File: config.mk
export PLATFORM = sky130hd
export DESIGN_NAME = cwake_top
export DESIGN_NICKNAME = d
export VERILOG_FILES = /design/src/shared/cwake_pkg.sv /design/src/design/cwake_channel.sv /design/src/design/cwake_top.sv
export VERILOG_INCLUDE_DIRS = /design/src /design/src/shared
export SDC_FILE = /design/constraint.sdc
export NUM_CORES = 1
export LEC_CHECK = 0
export BUFFER_PORTS_ARGS = -buffer_cell sky130_fd_sc_hd__buf_2
export CORE_MARGIN = 4
export CORE_UTILIZATION = 62
export DETAILED_ROUTE_END_ITERATION = 12
export HOLD_SLACK_MARGIN = 0.08
export PLACE_DENSITY = 0.8
export SETUP_SLACK_MARGIN = 0.5
export SYNTH_ARGS = -nofsm -noshare
export SYNTH_HDL_FRONTEND = slang
export SYNTH_SLANG_ARGS = --single-unit
export TNS_END_PERCENT = 5
File: constraint.sdc
create_clock -name clk_sys_i -period 2.7 [get_ports clk_sys_i]
set_input_delay 0.54 -clock clk_sys_i [delete_from_list [all_inputs] [get_ports clk_sys_i]]
set_output_delay 0.54 -clock clk_sys_i [all_outputs]
set_load 0.005 [all_outputs]
File: src/shared/cwake_params.svh
/*
  Constants for the dual channel mode and wake detect block.
  Assumes a 25 MHz system clock and already-quantised bus levels.
*/
// Notes on behaviour
// high mode pin means standby, low normal
// normal: transmit low drives bus dominant
// normal: receive mirrors comparator, 0.9V/0.5V thresholds
// standby: driver off, bus weakly grounded
// standby: low-power receiver and monitor active
// standby: receive high until wake recognised
// wake shown only on its own channel
// host watches falls, then drives mode low
// filtered level persists longer than filter time
// dominant, recessive, dominant, recessive in order
// recognised at second recessive; dominants then low
// wake shown as fall plus dominant low
// short levels never advance, long always
// pattern must finish within wake timeout
// timeout discards all progress
// standby thresholds 1.15V and 0.4V
// dominant is logic low, recessive high
// floating mode pin reads as standby
// channels fully independent
// filter and timeout are cycle counters
`ifndef CWAKE_PARAMS_SVH
`define CWAKE_PARAMS_SVH
`define CWAKE_CLK_HZ          25000000
`define CWAKE_FILTER_NS       1000
`define CWAKE_FILTER_CYC      ((`CWAKE_FILTER_NS * 25 + 999) / 1000)
`define CWAKE_TIMEOUT_US      2000
`define CWAKE_TIMEOUT_CYC     (`CWAKE_TIMEOUT_US * 25)
`define CWAKE_CNT_W           20
`define CWAKE_MODE_RST        1'b1
`define CWAKE_RX_RST          1'b1
`endif

File: src/shared/cwake_pkg.sv
/*
  Types for the mode and wake detect block.
  Assumes cwake_params.svh is in the include path.
*/
package cwake_pkg;
  typedef enum logic [4:0] {
    CWAKE_IDLE  = 5'h01,
    CWAKE_DOM1  = 5'h02,
    CWAKE_REC1  = 5'h04,
    CWAKE_DOM2  = 5'h08,
    CWAKE_WOKEN = 5'h10
  } cwake_state_t;
endpackage

File: src/design/cwake_channel.sv
/*
  One channel: mode latch, bus driver, receive mux, wake detector.
  Assumes bus comparator outputs are synchronous to clk_sys_i.
*/
`timescale 1ns/1ns
`include "cwake_params.svh"
module cwake_channel #(
  parameter int unsigned FILTER_CYC  = `CWAKE_FILTER_CYC,
  parameter int unsigned TIMEOUT_CYC = `CWAKE_TIMEOUT_CYC
) (
  input  wire logic clk_sys_i,
  input  wire logic rst_n_i,
  input  wire logic mode_select_i,
  input  wire logic transmit_input_i,
  input  wire logic bus_dom_normal_i,
  input  wire logic bus_dom_lp_i,
  output logic      standby_o,
  output logic      drive_dominant_n_o,
  output logic      bias_recessive_o,
  output logic      receive_output_o
);
  import cwake_pkg::*;

  typedef struct packed {
    logic                      standby;
    logic                      drv_n;
    logic                      bias;
    logic                      rx;
    logic                      lvl;
    logic [`CWAKE_CNT_W-1:0]   run;
    logic [`CWAKE_CNT_W-1:0]   tmo;
    cwake_state_t              st;
  } cwake_ch_t;

  cwake_ch_t s;
  cwake_ch_t next_s;
  logic      filt;

  // filtered once the level has held for more than FILTER_CYC cycles
  assign filt = (s.run == `CWAKE_CNT_W'(FILTER_CYC + 1));

  always_comb begin
    next_s = s;
    // mode from pin
    next_s.standby = mode_select_i;
    if (!s.standby) begin
      // normal driver
      next_s.drv_n = transmit_input_i;
      next_s.bias  = 1'b1;
      // normal receive, R17 low is dominant
      next_s.rx    = !bus_dom_normal_i;
      next_s.st    = CWAKE_IDLE;
      next_s.run   = '0;
      next_s.tmo   = '0;
      next_s.lvl   = 1'b0;
    end else begin
      // driver off, weak ground
      next_s.drv_n = 1'b1;
      next_s.bias  = 1'b0;
      // low-power receiver feeds monitor; R9 R20 run counter
      next_s.lvl = bus_dom_lp_i;
      if (bus_dom_lp_i != s.lvl)
        next_s.run = '0;
      else if (!filt)
        next_s.run = s.run + 1'b1;
      if (s.st != CWAKE_IDLE && s.st != CWAKE_WOKEN)
        next_s.tmo = s.tmo + 1'b1;
      // ordered pattern, other traffic ignored
      case (s.st)
        CWAKE_IDLE: if (filt && s.lvl) begin
          next_s.st  = CWAKE_DOM1;
          next_s.tmo = '0;
        end
        CWAKE_DOM1: if (filt && !s.lvl) next_s.st = CWAKE_REC1;
        CWAKE_REC1: if (filt && s.lvl)  next_s.st = CWAKE_DOM2;
        // recognised at second recessive
        CWAKE_DOM2: if (filt && !s.lvl) next_s.st = CWAKE_WOKEN;
        CWAKE_WOKEN: ;
        default: next_s.st = CWAKE_IDLE;
      endcase
      // timeout drops all progress
      if (s.st != CWAKE_IDLE && s.st != CWAKE_WOKEN &&
          s.tmo >= `CWAKE_CNT_W'(TIMEOUT_CYC)) begin
        next_s.st  = CWAKE_IDLE;
        next_s.tmo = '0;
      end
      // held high until woken, then low on filtered dominant
      next_s.rx = !(s.st == CWAKE_WOKEN && filt && s.lvl);
      if (s.st == CWAKE_WOKEN && s.lvl && s.run != '0 && !s.rx)
        next_s.rx = 1'b0;
    end
  end

  always_ff @(posedge clk_sys_i or negedge rst_n_i) begin
    if (!rst_n_i) begin
      s         <= '0;
      // standby by default
      s.standby <= `CWAKE_MODE_RST;
      s.drv_n   <= 1'b1;
      s.rx      <= `CWAKE_RX_RST;
      s.st      <= CWAKE_IDLE;
    end else begin
      s <= next_s;
    end
  end

  assign standby_o          = s.standby;
  assign drive_dominant_n_o = s.drv_n;
  assign bias_recessive_o   = s.bias;
  assign receive_output_o   = s.rx;

  // no drive in standby
  chk_standby_no_drive: assert property (@(posedge clk_sys_i)
    disable iff (!rst_n_i) s.standby |=> s.drv_n)
    else $error("driver active in standby");
  // bias off in standby
  chk_standby_no_bias: assert property (@(posedge clk_sys_i)
    disable iff (!rst_n_i) s.standby |=> !s.bias)
    else $error("bus bias active in standby");
  // no wake low before recognition
  chk_rx_high_early: assert property (@(posedge clk_sys_i)
    disable iff (!rst_n_i) (s.standby && $past(s.standby) &&
      $past(s.st) != CWAKE_WOKEN) |-> s.rx)
    else $error("receive low before wake");
  // normal tx follows
  chk_tx_follows: assert property (@(posedge clk_sys_i)
    disable iff (!rst_n_i) (!s.standby && !mode_select_i) |=>
      s.drv_n == $past(transmit_input_i))
    else $error("driver not following transmit");
  // normal receive mirrors bus
  chk_normal_rx_mirror: assert property (@(posedge clk_sys_i)
    disable iff (!rst_n_i) !s.standby |=>
      s.rx == !$past(bus_dom_normal_i))
    else $error("receive not mirroring bus");
  // no progress without filtered level
  chk_short_no_advance: assert property (@(posedge clk_sys_i)
    disable iff (!rst_n_i) !filt |=>
      (s.st == $past(s.st) || s.st == CWAKE_IDLE))
    else $error("wake progress without filtered level");
  // timeout bound
  chk_timeout_bound: assert property (@(posedge clk_sys_i)
    disable iff (!rst_n_i) s.tmo <= `CWAKE_CNT_W'(TIMEOUT_CYC))
    else $error("timeout counter overran");
  // timeout drops progress
  chk_timeout_drop: assert property (@(posedge clk_sys_i)
    disable iff (!rst_n_i) (s.st != CWAKE_IDLE && s.st != CWAKE_WOKEN &&
      s.tmo >= `CWAKE_CNT_W'(TIMEOUT_CYC)) |=>
      (s.st == CWAKE_IDLE && s.tmo == '0))
    else $error("timeout kept wake progress");
endmodule // cwake_channel

File: src/design/cwake_top.sv
/*
  Dual channel mode control and remote wake detection.
  Assumes bus comparators give dominant flags synchronous to clk_sys_i.
*/
`timescale 1ns/1ns
`include "cwake_params.svh"
module cwake_top (
  input  wire logic       clk_sys_i,
  input  wire logic       rst_n_i,
  input  wire logic [1:0] mode_select_i,
  input  wire logic [1:0] transmit_input_i,
  input  wire logic [1:0] bus_dom_normal_i,
  input  wire logic [1:0] bus_dom_lp_i,
  output logic      [1:0] standby_o,
  output logic      [1:0] drive_dominant_n_o,
  output logic      [1:0] bias_recessive_o,
  output logic      [1:0] receive_output_o
);
  import cwake_pkg::*;

  // one independent instance per channel
  for (genvar c = 0; c < 2; c++) begin : g_ch
    cwake_channel u_ch (
      .clk_sys_i          (clk_sys_i),
      .rst_n_i            (rst_n_i),
      .mode_select_i      (mode_select_i[c]),
      .transmit_input_i   (transmit_input_i[c]),
      .bus_dom_normal_i   (bus_dom_normal_i[c]),
      .bus_dom_lp_i       (bus_dom_lp_i[c]),
      .standby_o          (standby_o[c]),
      .drive_dominant_n_o (drive_dominant_n_o[c]),
      .bias_recessive_o   (bias_recessive_o[c]),
      .receive_output_o   (receive_output_o[c])
    );
  end
endmodule // cwake_top

; ---- Word-level counts from Yosys, hierarchy flattened
; Index checks and enable logic that the tools add are counted.
[totals]
reg_bits = 100
latch_bits = 0
mem_bits_rw = 0
romBits = 0
in_bits = 10
out_inout_bits = 8
elab_cells = 106
n_memories = 0
[op_classes]
addsub = 4
multipliers = 0
n_div = 0
n_lt_le_gt_ge = 2
n_eq_ne = 30
shift = 0
mux = 24
bitwise_logic = 0
reduce_logical = 30
[ops]
columns = op, count
row1 = 2-to-1 mux 20 bit, 8
row2 = 2-to-1 mux 25 bit, 4
row3 = 2-to-1 mux 49 bit, 2
row4 = "adder 20 x 1 -> 20 bit, second input constant", 4
row5 = one-hot mux 5 bit (5 select lines), 2
row6 = "equality test 20 x 5 -> 1 bit, second input constant", 2
row7 = "greater-or-equal comparator 20 x 16 -> 1 bit, second input constant", 2
row8 = nonzero test 20 bit, 2
row9 = "!= test 4 bit, second input constant", 8
row10 = 2-to-1 mux 5 bit, 6
row11 = logical AND 1 bit, 18
row12 = "!= test 3 bit, second input constant", 4
row13 = "equality test 5 x 1 -> 1 bit, second input constant", 2
row14 = "equality test 5 x 2 -> 1 bit, second input constant", 2
row15 = "equality test 5 x 3 -> 1 bit, second input constant", 2
row16 = "equality test 5 x 4 -> 1 bit, second input constant", 2
row17 = "equality test 5 bit, second input constant", 2
row18 = "!= test 5 x 1 -> 1 bit, second input constant", 2
row19 = "!= test 5 bit, second input constant", 2
row20 = AND reduction 5 bit, 2
row21 = logical NOT 1 bit, 8
row22 = 2-to-1 mux 1 bit, 2
row23 = != test 1 bit, 2

; ---- Depth between registers and ports, before layout
; Gate-level depths: netlist of the first run.
[logic_depth]
word_depth = 7
depth_mapped = 8
depth_no_buf = 7

; ---- Hierarchy
; From an unflattened synthesis of the first run, not the netlist that was laid out.
[unflattened]
cells_unflattened = 569
area_unflattened_um2 = 5398.9
[by_module_without_submodules]
columns = module, n_inst, cells_per_inst, area_each_um2, seq_area_each_um2
row1 = cwake_channel (g_ch[0].u_ch), 1, 299, 2810.2, 1256.2
row2 = cwake_channel (g_ch[1].u_ch), 1, 270, 2588.7, 1256.2

; ---- Worst setup path after synthesis of the first run
; Ideal clock, no wire load.
[synth_path]
kind = reg2reg
start = register g_ch[0].u_ch.s (netlist bit g_ch[0].u_ch.standby_o)
end = register g_ch[0].u_ch.s[4] in the netlist's numbering
setup_time_ns = 0.125
arrival_ns = 1.949
required_time_ns = 2.575
slack_ns = 0.627
stages_incl_launch_ff = 8
n_path_buf = 1
synth_period_minus_slack_ns = 2.073
cell_sequence = dfstp_2 -> clkbuf_1 -> nor4b_1 -> o211ai_1 -> nor2_1 -> o211ai_1 -> a32oi_1 -> mux2_2
[synth_via]
elab_chain_len = 2
elab_cells_between_ends = 7
cone_classes = eq/ne: 5 / mux: 1 / reduce/logical: 1
[synth_lines]
columns = item, line
row1 = start: declaration, cwake_channel.sv:35  ; cwake_ch_t s;
row2 = start signal: assignment, cwake_channel.sv:103  ; s <= next_s;
row3 = != test 4 bit (no line) or != test 3 bit (tied branches), n/a
row4 = AND reduction 5 bit (no line), n/a
; Parallel ways exist; a longest one is shown, timed or not.
; A chain may end at the register's enable or synchronous reset.

; ---- Worst setup path after layout of the first run
[layout_path]
start = register g_ch[1].u_ch.s[0] in the netlist's numbering
end = register g_ch[1].u_ch.s[4] in the netlist's numbering
[layout_via]
elab_chain_len = 5
elab_cells_between_ends = 18
cone_classes = eq/ne: 12 / mux: 3 / reduce/logical: 3
[layout_lines]
columns = item, line
row1 = start: declaration, cwake_channel.sv:35
row2 = start signal: assignment, cwake_channel.sv:103
row3 = != test 5 x 1 -> 1 bit or != test 5 bit (tied branches), cwake_channel.sv:82  ; if (s.st != CWAKE_IDLE && s.st != CWAKE_WOKEN &&
row4 = logical AND 1 bit (2 in series), cwake_channel.sv:82
row5 = "!= test 4 bit (no line), or another cell as far along", n/a
row6 = AND reduction 5 bit (no line) or 2-to-1 mux 49 bit (tied branches), n/a
; Parallel ways exist; a longest one is shown, timed or not.

==> reports/qor.yml, run 1 <==
routing:
  drtAntennaViolNets: 0
  drt_pass1_iterations: 4
  num_vias: 3929
  via_per_inst: 5.79
  drt_iter0_markers: 161
  drt-total-wl_um: 9900
  drc: 0
  wl_per_cell_um: 14.6
worst_setup_path:
  crit_type: "flip-flop to flip-flop"
  slowest_delay_ns: 0.64
  r2r-end: "g_ch[1].u_ch.s[4]"
  arrival_ns: 2.39
  r2r-start: "g_ch[1].u_ch.s[0]"
  endpoint_kind: "flip-flop"
  crit_slowest_cell: "dfstp_2"
  r2r_cells: 5
  cp-startpoint: "g_ch[1].u_ch.s[0]"
  cp.required_ns: 2.95
  crit_chain: "xnor2_2 -> a2111o_1 -> a311oi_2 -> nor2_1 -> mux2_1"
  cp_max_fo: 9
  r2r_slack_ns: 0.56
  crit_path_start_kind: "flip-flop"
place:
  dpl_cell_area_um2: 5400
  dp_worst_setup_slack_ns: 0.488
  place_hpwl_um: 6970
  gp_congestion: 0.791
  io_buffers: 17
finish:
  drive_above_1_share_pct: 12.4
  fin_area_um2: 5600
  seq_area_um2: 2510
  num_antenna_cells: 0
  fin_nets: 588
  syn_to_final_growth_pct: 5.72
  fillerInstances: 665
  multi_input_area_um2: 2560
die:
  std_cell_rows: 33
  dieArea_um2: 10100
  die_h_um: 100
  coreArea_um2: 8260
  die_w_um: 100
  start_util_pct: 64.1
  num_io_pins: 18
clocking:
  cts_buffers: 9
  clk_path_buf_depth: 2
  cts.sinks: 100
  cts_tree: "built"
  htreeDepth: 3
  clock_latency_ns: 0.36
  root_buffer: "clkbuf_8"
  path_clk_slew_ns: 0.09
timing:
  worst_hold_slack_ns: 0.144
  timing.final.crit_period_ns: 2.14
  finalWorstSetupSlack_ns: 0.557
  fin_skew_ns: 0.0131
  fin_crit_sh_pct: 79.4
  worst_pin_slew_ns: 0.670
  fmax_mhz: 467
  slew_headroom_pct: 55.2
  finalHoldViolCount: 0
  setup_viol: 0
  rsz0062_at_grt: "yes"
  setup_tns_ns: 0
  drv_slew: 0
synth:
  yosysSeqAreaShare_pct: 47.5
  postSynthAreaPerCell_um2: 9.42
  synth_ff_type: "dfrtp_1"
  yosysWarnings: 0
  yosysMostFrequentCell: "nor2_1"
  synth-seq-cells: 100
  yosysTopAreaCell: "dfrtp_1"
  synthCells: 562
  syn_nets: 582
  yosys.area.top_type_share_pct: 43.5
  synth-edff-count: 0
  synth_area_um2: 5290
  synth_common_cells: "98 x nor2_1, 92 x dfrtp_1, 36 x nand2_1"
  yosysUniqueCellTypes: 57
  postSynth.asyncResetShare_pct: 100
  ys_top_cells_by_area: "dfrtp_1 43%, nor2_1 7.0%, xor2_1 5.8%, xnor2_1 5.3%, dfstp_2 4.0%"
grt:
  overflow: 0
  grt_use_total_pct: 21.9
  grt_pass1_wl_um: 18000
  grt_pass1_vias: 3994
  antenna_found_initial: 0
  grt_max_degree: 43
power_and_ir_drop:
  power.total_uw: 2820
  powerDensity_nw_per_um2: 504
  p_leak_uw: 0.00237
  ir_drop_v: 0.000312
run:
  maxCapViolCount: 0
status:
  status: "finished, final reports clean"
worst_hold_path:
  hold_path.class: "primary input to asynchronous set/reset pin"
==> critical path, delay by kind of cell (launching register included) <==
kind / cells / cell delay [ns]
xor gates and xnor gates: 1 / 0.16
DFF: 1 / 0.64
AOI/OAI and AO/OA: 2 / 0.77
and+or+nand+nor: 1 / 0.13
muxes: 1 / 0.32
==> layer usage <==
metal | track usage, % | routed length (um)
met1 | 29.1 | 4600
met2 | 35.8 | 4820
met3 | 5.21 | 388
met4 | 6.42 | 88
met5 | 0 | 0
==> cells in the final DEF (no fill, tap or decap), drive strengths merged, types with 2 or more instances in the layout <==
cell type / instances
a211oi: 2
a21oi: 15
a22oi: 2
a31oi: 7
and2: 5
and3: 14
and4: 7
buf: 26
clkbuf: 13
clkinv: 2
dfrtp: 92
dfstp: 8
ha: 10
inv: 21
mux2: 2
mux2i: 3
nand2: 36
nand2b: 5
nand3: 27
nand3b: 2
nand4: 15
nor2: 99
nor2b: 3
nor3: 13
nor4: 18
nor4b: 4
o211ai: 5
o21ai: 15
o22ai: 2
o31ai: 2
or2: 5
or3: 9
xnor2: 33
xor2: 35
==> cell families (layout without fill, tap and decap cells) <==
family / Yosys count / in the layout / synth area share [%]
xor+xnor: 68 / 68 / 11.4
fa+ha+maj: 10 / 10 / 2.36
flops: 100 / 100 / 47.5
buf+inv: 52 / 63 / 4.78
mux: 5 / 5 / 0.993
compound gates: 62 / 62 / 7.90
simple gates: 265 / 265 / 25.1
==> flip-flops by register name, summed over array words and instances (netlist names) <==
register / count
g_ch.u_ch.standby_o: 2
g_ch.u_ch.bias_recessive_o: 2
g_ch.u_ch.receive_output_o: 2
g_ch.u_ch.s: 92
g_ch.u_ch.drive_dominant_n_o: 2
==> power by group <==
part	internal, uW	switching (uW)
Sequential	1550	59.7
Combinational	159	230
Clock	334	484
Total	2040	774
==> stage by stage <==
stage	utilization (%)	instances
3_5_place_dp	65.4	661
5_1_grt	67.8	678
4_1_cts	67.3	677
6_report	67.8	678
2_1_floorplan	-	562
3_3_place_gp	65.4	661
==> how the worst max path moves through the flow <==
stage / slack [ns] / cells past startpoint / endpoint
2_1_floorplan: 0.63 / 7 / g_ch[0].u_ch.s[4]
3_3_place_gp: 0.57 / 6 / g_ch[1].u_ch.s[4]
4_1_cts: 0.54 / 6 / g_ch[1].u_ch.s[4]
3_5_place_dp: 0.49 / 6 / g_ch[1].u_ch.s[4]
6_report: 0.56 / 5 / g_ch[1].u_ch.s[4]
5_1_grt: 0.46 / 6 / g_ch[1].u_ch.s[4]
==> repair_timing <==
action / 4_1_cts / 5_1_grt
pin swaps: 0 / 1
hold endpoints to repair: 0 / 0
setup buffers: 0 / 1
endpoints found under the setup margin: 1 / 24
hold buffers: 0 / 0
resized for setup: 1 / 9
==> layout make-up <==
class	count	area share, %
multi-input cells	410	45.7
repair buffers	26	2.84
clock buffers	13	2.48
well taps	105	2.35
inverters	21	1.41
clock inverters	3	0.313
flip-flops and latches	100	44.9
Note: power is estimated with default switching activity, not from simulation.
==> run 2, diff against run 1 <==
clock period = 2.2 ns   (was 2.7 ns; I/O delays follow)
==> reports/qor.yml, run 2 (synthesized netlist as in run 1, its figures left out) <==
status:
  status: "finished, final reports clean"
finish:
  fin_nets: 634
  fillerInstances: 575
  fin_area_um2: 6200
  drive_above_1_share_pct: 24.2
  largest_register_ffs: 92
  final_common_cell: "nor2_1"
  num_antenna_cells: 0
  layout_common_cells: "95 x nor2_1, 84 x dfrtp_1, 51 x buf_4, 35 x nand2_1, 34 x xor2_1"
  top_register: "g_ch.u_ch.s"
  syn_to_final_growth_pct: 17.1
timing:
  fin_crit_sh_pct: 89.9
  fmax_mhz: 505
  finalWorstSetupSlack_ns: 0.222
  setup_tns_ns: 0
  slew_headroom_pct: 55.8
  rsz0062_at_grt: "yes"
  worst_pin_slew_ns: 0.662
  timing.final.crit_period_ns: 1.98
  setup_viol: 0
  finalHoldViolCount: 0
  drv_slew: 0
  fin_skew_ns: 0.0108
grt:
  grt_max_degree: 36
  grt_pass1_vias: 4161
  overflow: 0
  antenna_found_initial: 0
  grt_use_total_pct: 23.5
  grt_pass1_wl_um: 19200
die:
  die_w_um: 100
  start_util_pct: 64.1
  coreArea_um2: 8260
  die_h_um: 100
  std_cell_rows: 33
  dieArea_um2: 10100
  num_io_pins: 18
place:
  gp_congestion: 0.911
  place_hpwl_um: 7160
  io_buffers: 17
  dp_worst_setup_slack_ns: 0.118
  dpl_cell_area_um2: 5510
clocking:
  cts.sinks: 100
  root_buffer: "clkbuf_8"
  cts_tree: "built"
  path_clk_slew_ns: 0.10
  clk_path_buf_depth: 2
  htreeDepth: 3
  cts_buffers: 9
  clock_latency_ns: 0.36
routing:
  num_vias: 4252
  drtAntennaViolNets: 0
  drt-total-wl_um: 11500
  drc: 0
  via_per_inst: 5.87
  wl_per_cell_um: 15.9
  drt_pass1_iterations: 5
  drt_iter0_markers: 220
power_and_ir_drop:
  p_sw_uw: 1030
  internal_power_uw: 2660
  ir_drop_v: 0.000326
  p_leak_uw: 0.00266
  p_seq_share_pct: 53.4
  swShare_pct: 28.0
  comb_power_share_pct: 16.8
  powerDensity_nw_per_um2: 596
  clock_power_share_pct: 29.8
worst_hold_path:
  hold_path.class: "primary input to flip-flop"
worst_setup_path:
  cp_max_fo: 4
  arrival_ns: 2.23
  crit_path_start_kind: "flip-flop"
  cp.required_ns: 2.45
  endpoint_kind: "flip-flop"
  crit_type: "flip-flop to flip-flop"
run:
  maxCapViolCount: 0
[run 2: what timing repair did]
item,in CTS,in global routing
buffers inserted,21,13
setup endpoints to repair,64,75
endpoints found under the hold margin,29,0
pin swaps,14,11
hold buffers,1,0
gates cloned,0,1
resized for setup,24,21
[run 2: stage by stage]
stage / cells / utilization (%) / hold slack (ns) / total power, uW
finish: 724 / 75.0 / 0.168 / 3690
global route: 724 / 75.0 / 0.138 / 3880
CTS: 710 / 72.3 / 0.147 / 3660
detailed placement: 672 / 66.7 / 0.422 / 2490
global placement: 672 / 66.7 / 0.419 / 2470
floorplan: 562 / - / 0.144 / 2360
[run 2: final cells by class]
class	count	area, um^2	area share (%)
Clock buffer	11	151	2.44
Clock inverter	5	33.8	0.545
Inverter	21	78.8	1.27
Multi-Input combinational cell	410	2730	44.1
Sequential cell	100	2520	40.7
Tap cell	105	131	2.12
Timing Repair Buffer	72	549	8.86
[run 2: final timing paths]
path / startpoint / to / slack, ns / cells past startpoint
hold / removal: mode_select_i[0] / g_ch[0].u_ch.standby_o / 0.17 / 1
min in group asynchronous: rst_n_i / g_ch[1].u_ch.s[45] / 0.57 / 2
setup / recovery: g_ch[0].u_ch.s[42] / g_ch[0].u_ch.s[4] / 0.22 / 6
max in group asynchronous: rst_n_i / g_ch[0].u_ch.receive_output_o / 1.00 / 3
setup reg to reg: g_ch[0].u_ch.s[42] / g_ch[0].u_ch.s[4] / 0.22 / 6
hold reg to reg: g_ch[1].u_ch.standby_o / g_ch[1].u_ch.bias_recessive_o / 0.52 / 1
[run 2: power groups by stage]
| stage | sequential [uW] | clock [uW] | combinational (uW) |
|---|---|---|---|
| floorplan | 1970 | 0 | 389 |
| detailed placement | 2010 | 0 | 480 |
| global route | 1980 | 1220 | 682 |
| global placement | 2010 | 0 | 469 |
| finish | 1970 | 1100 | 618 |
| CTS | 1960 | 1130 | 567 |
[run 2: critical path, stage by stage (launching register included)]
cell      delay (ns)
dfrtp_1         0.43
nor4_2          0.30
and4_4          0.29
nand4_1         0.18
o211ai_1        0.28
a32oi_2         0.10
mux2_2          0.29
[run 2: metal layers]
layer  wire length, um  global-route usage (%)  vias to the layer above
met2              5720                    38.6                      120
met3               483                    5.98                       24
met1              5110                    30.9                     2082
met5                 0                       0                        -
li1                  -                       -                     2026
met4               215                    6.63                        0
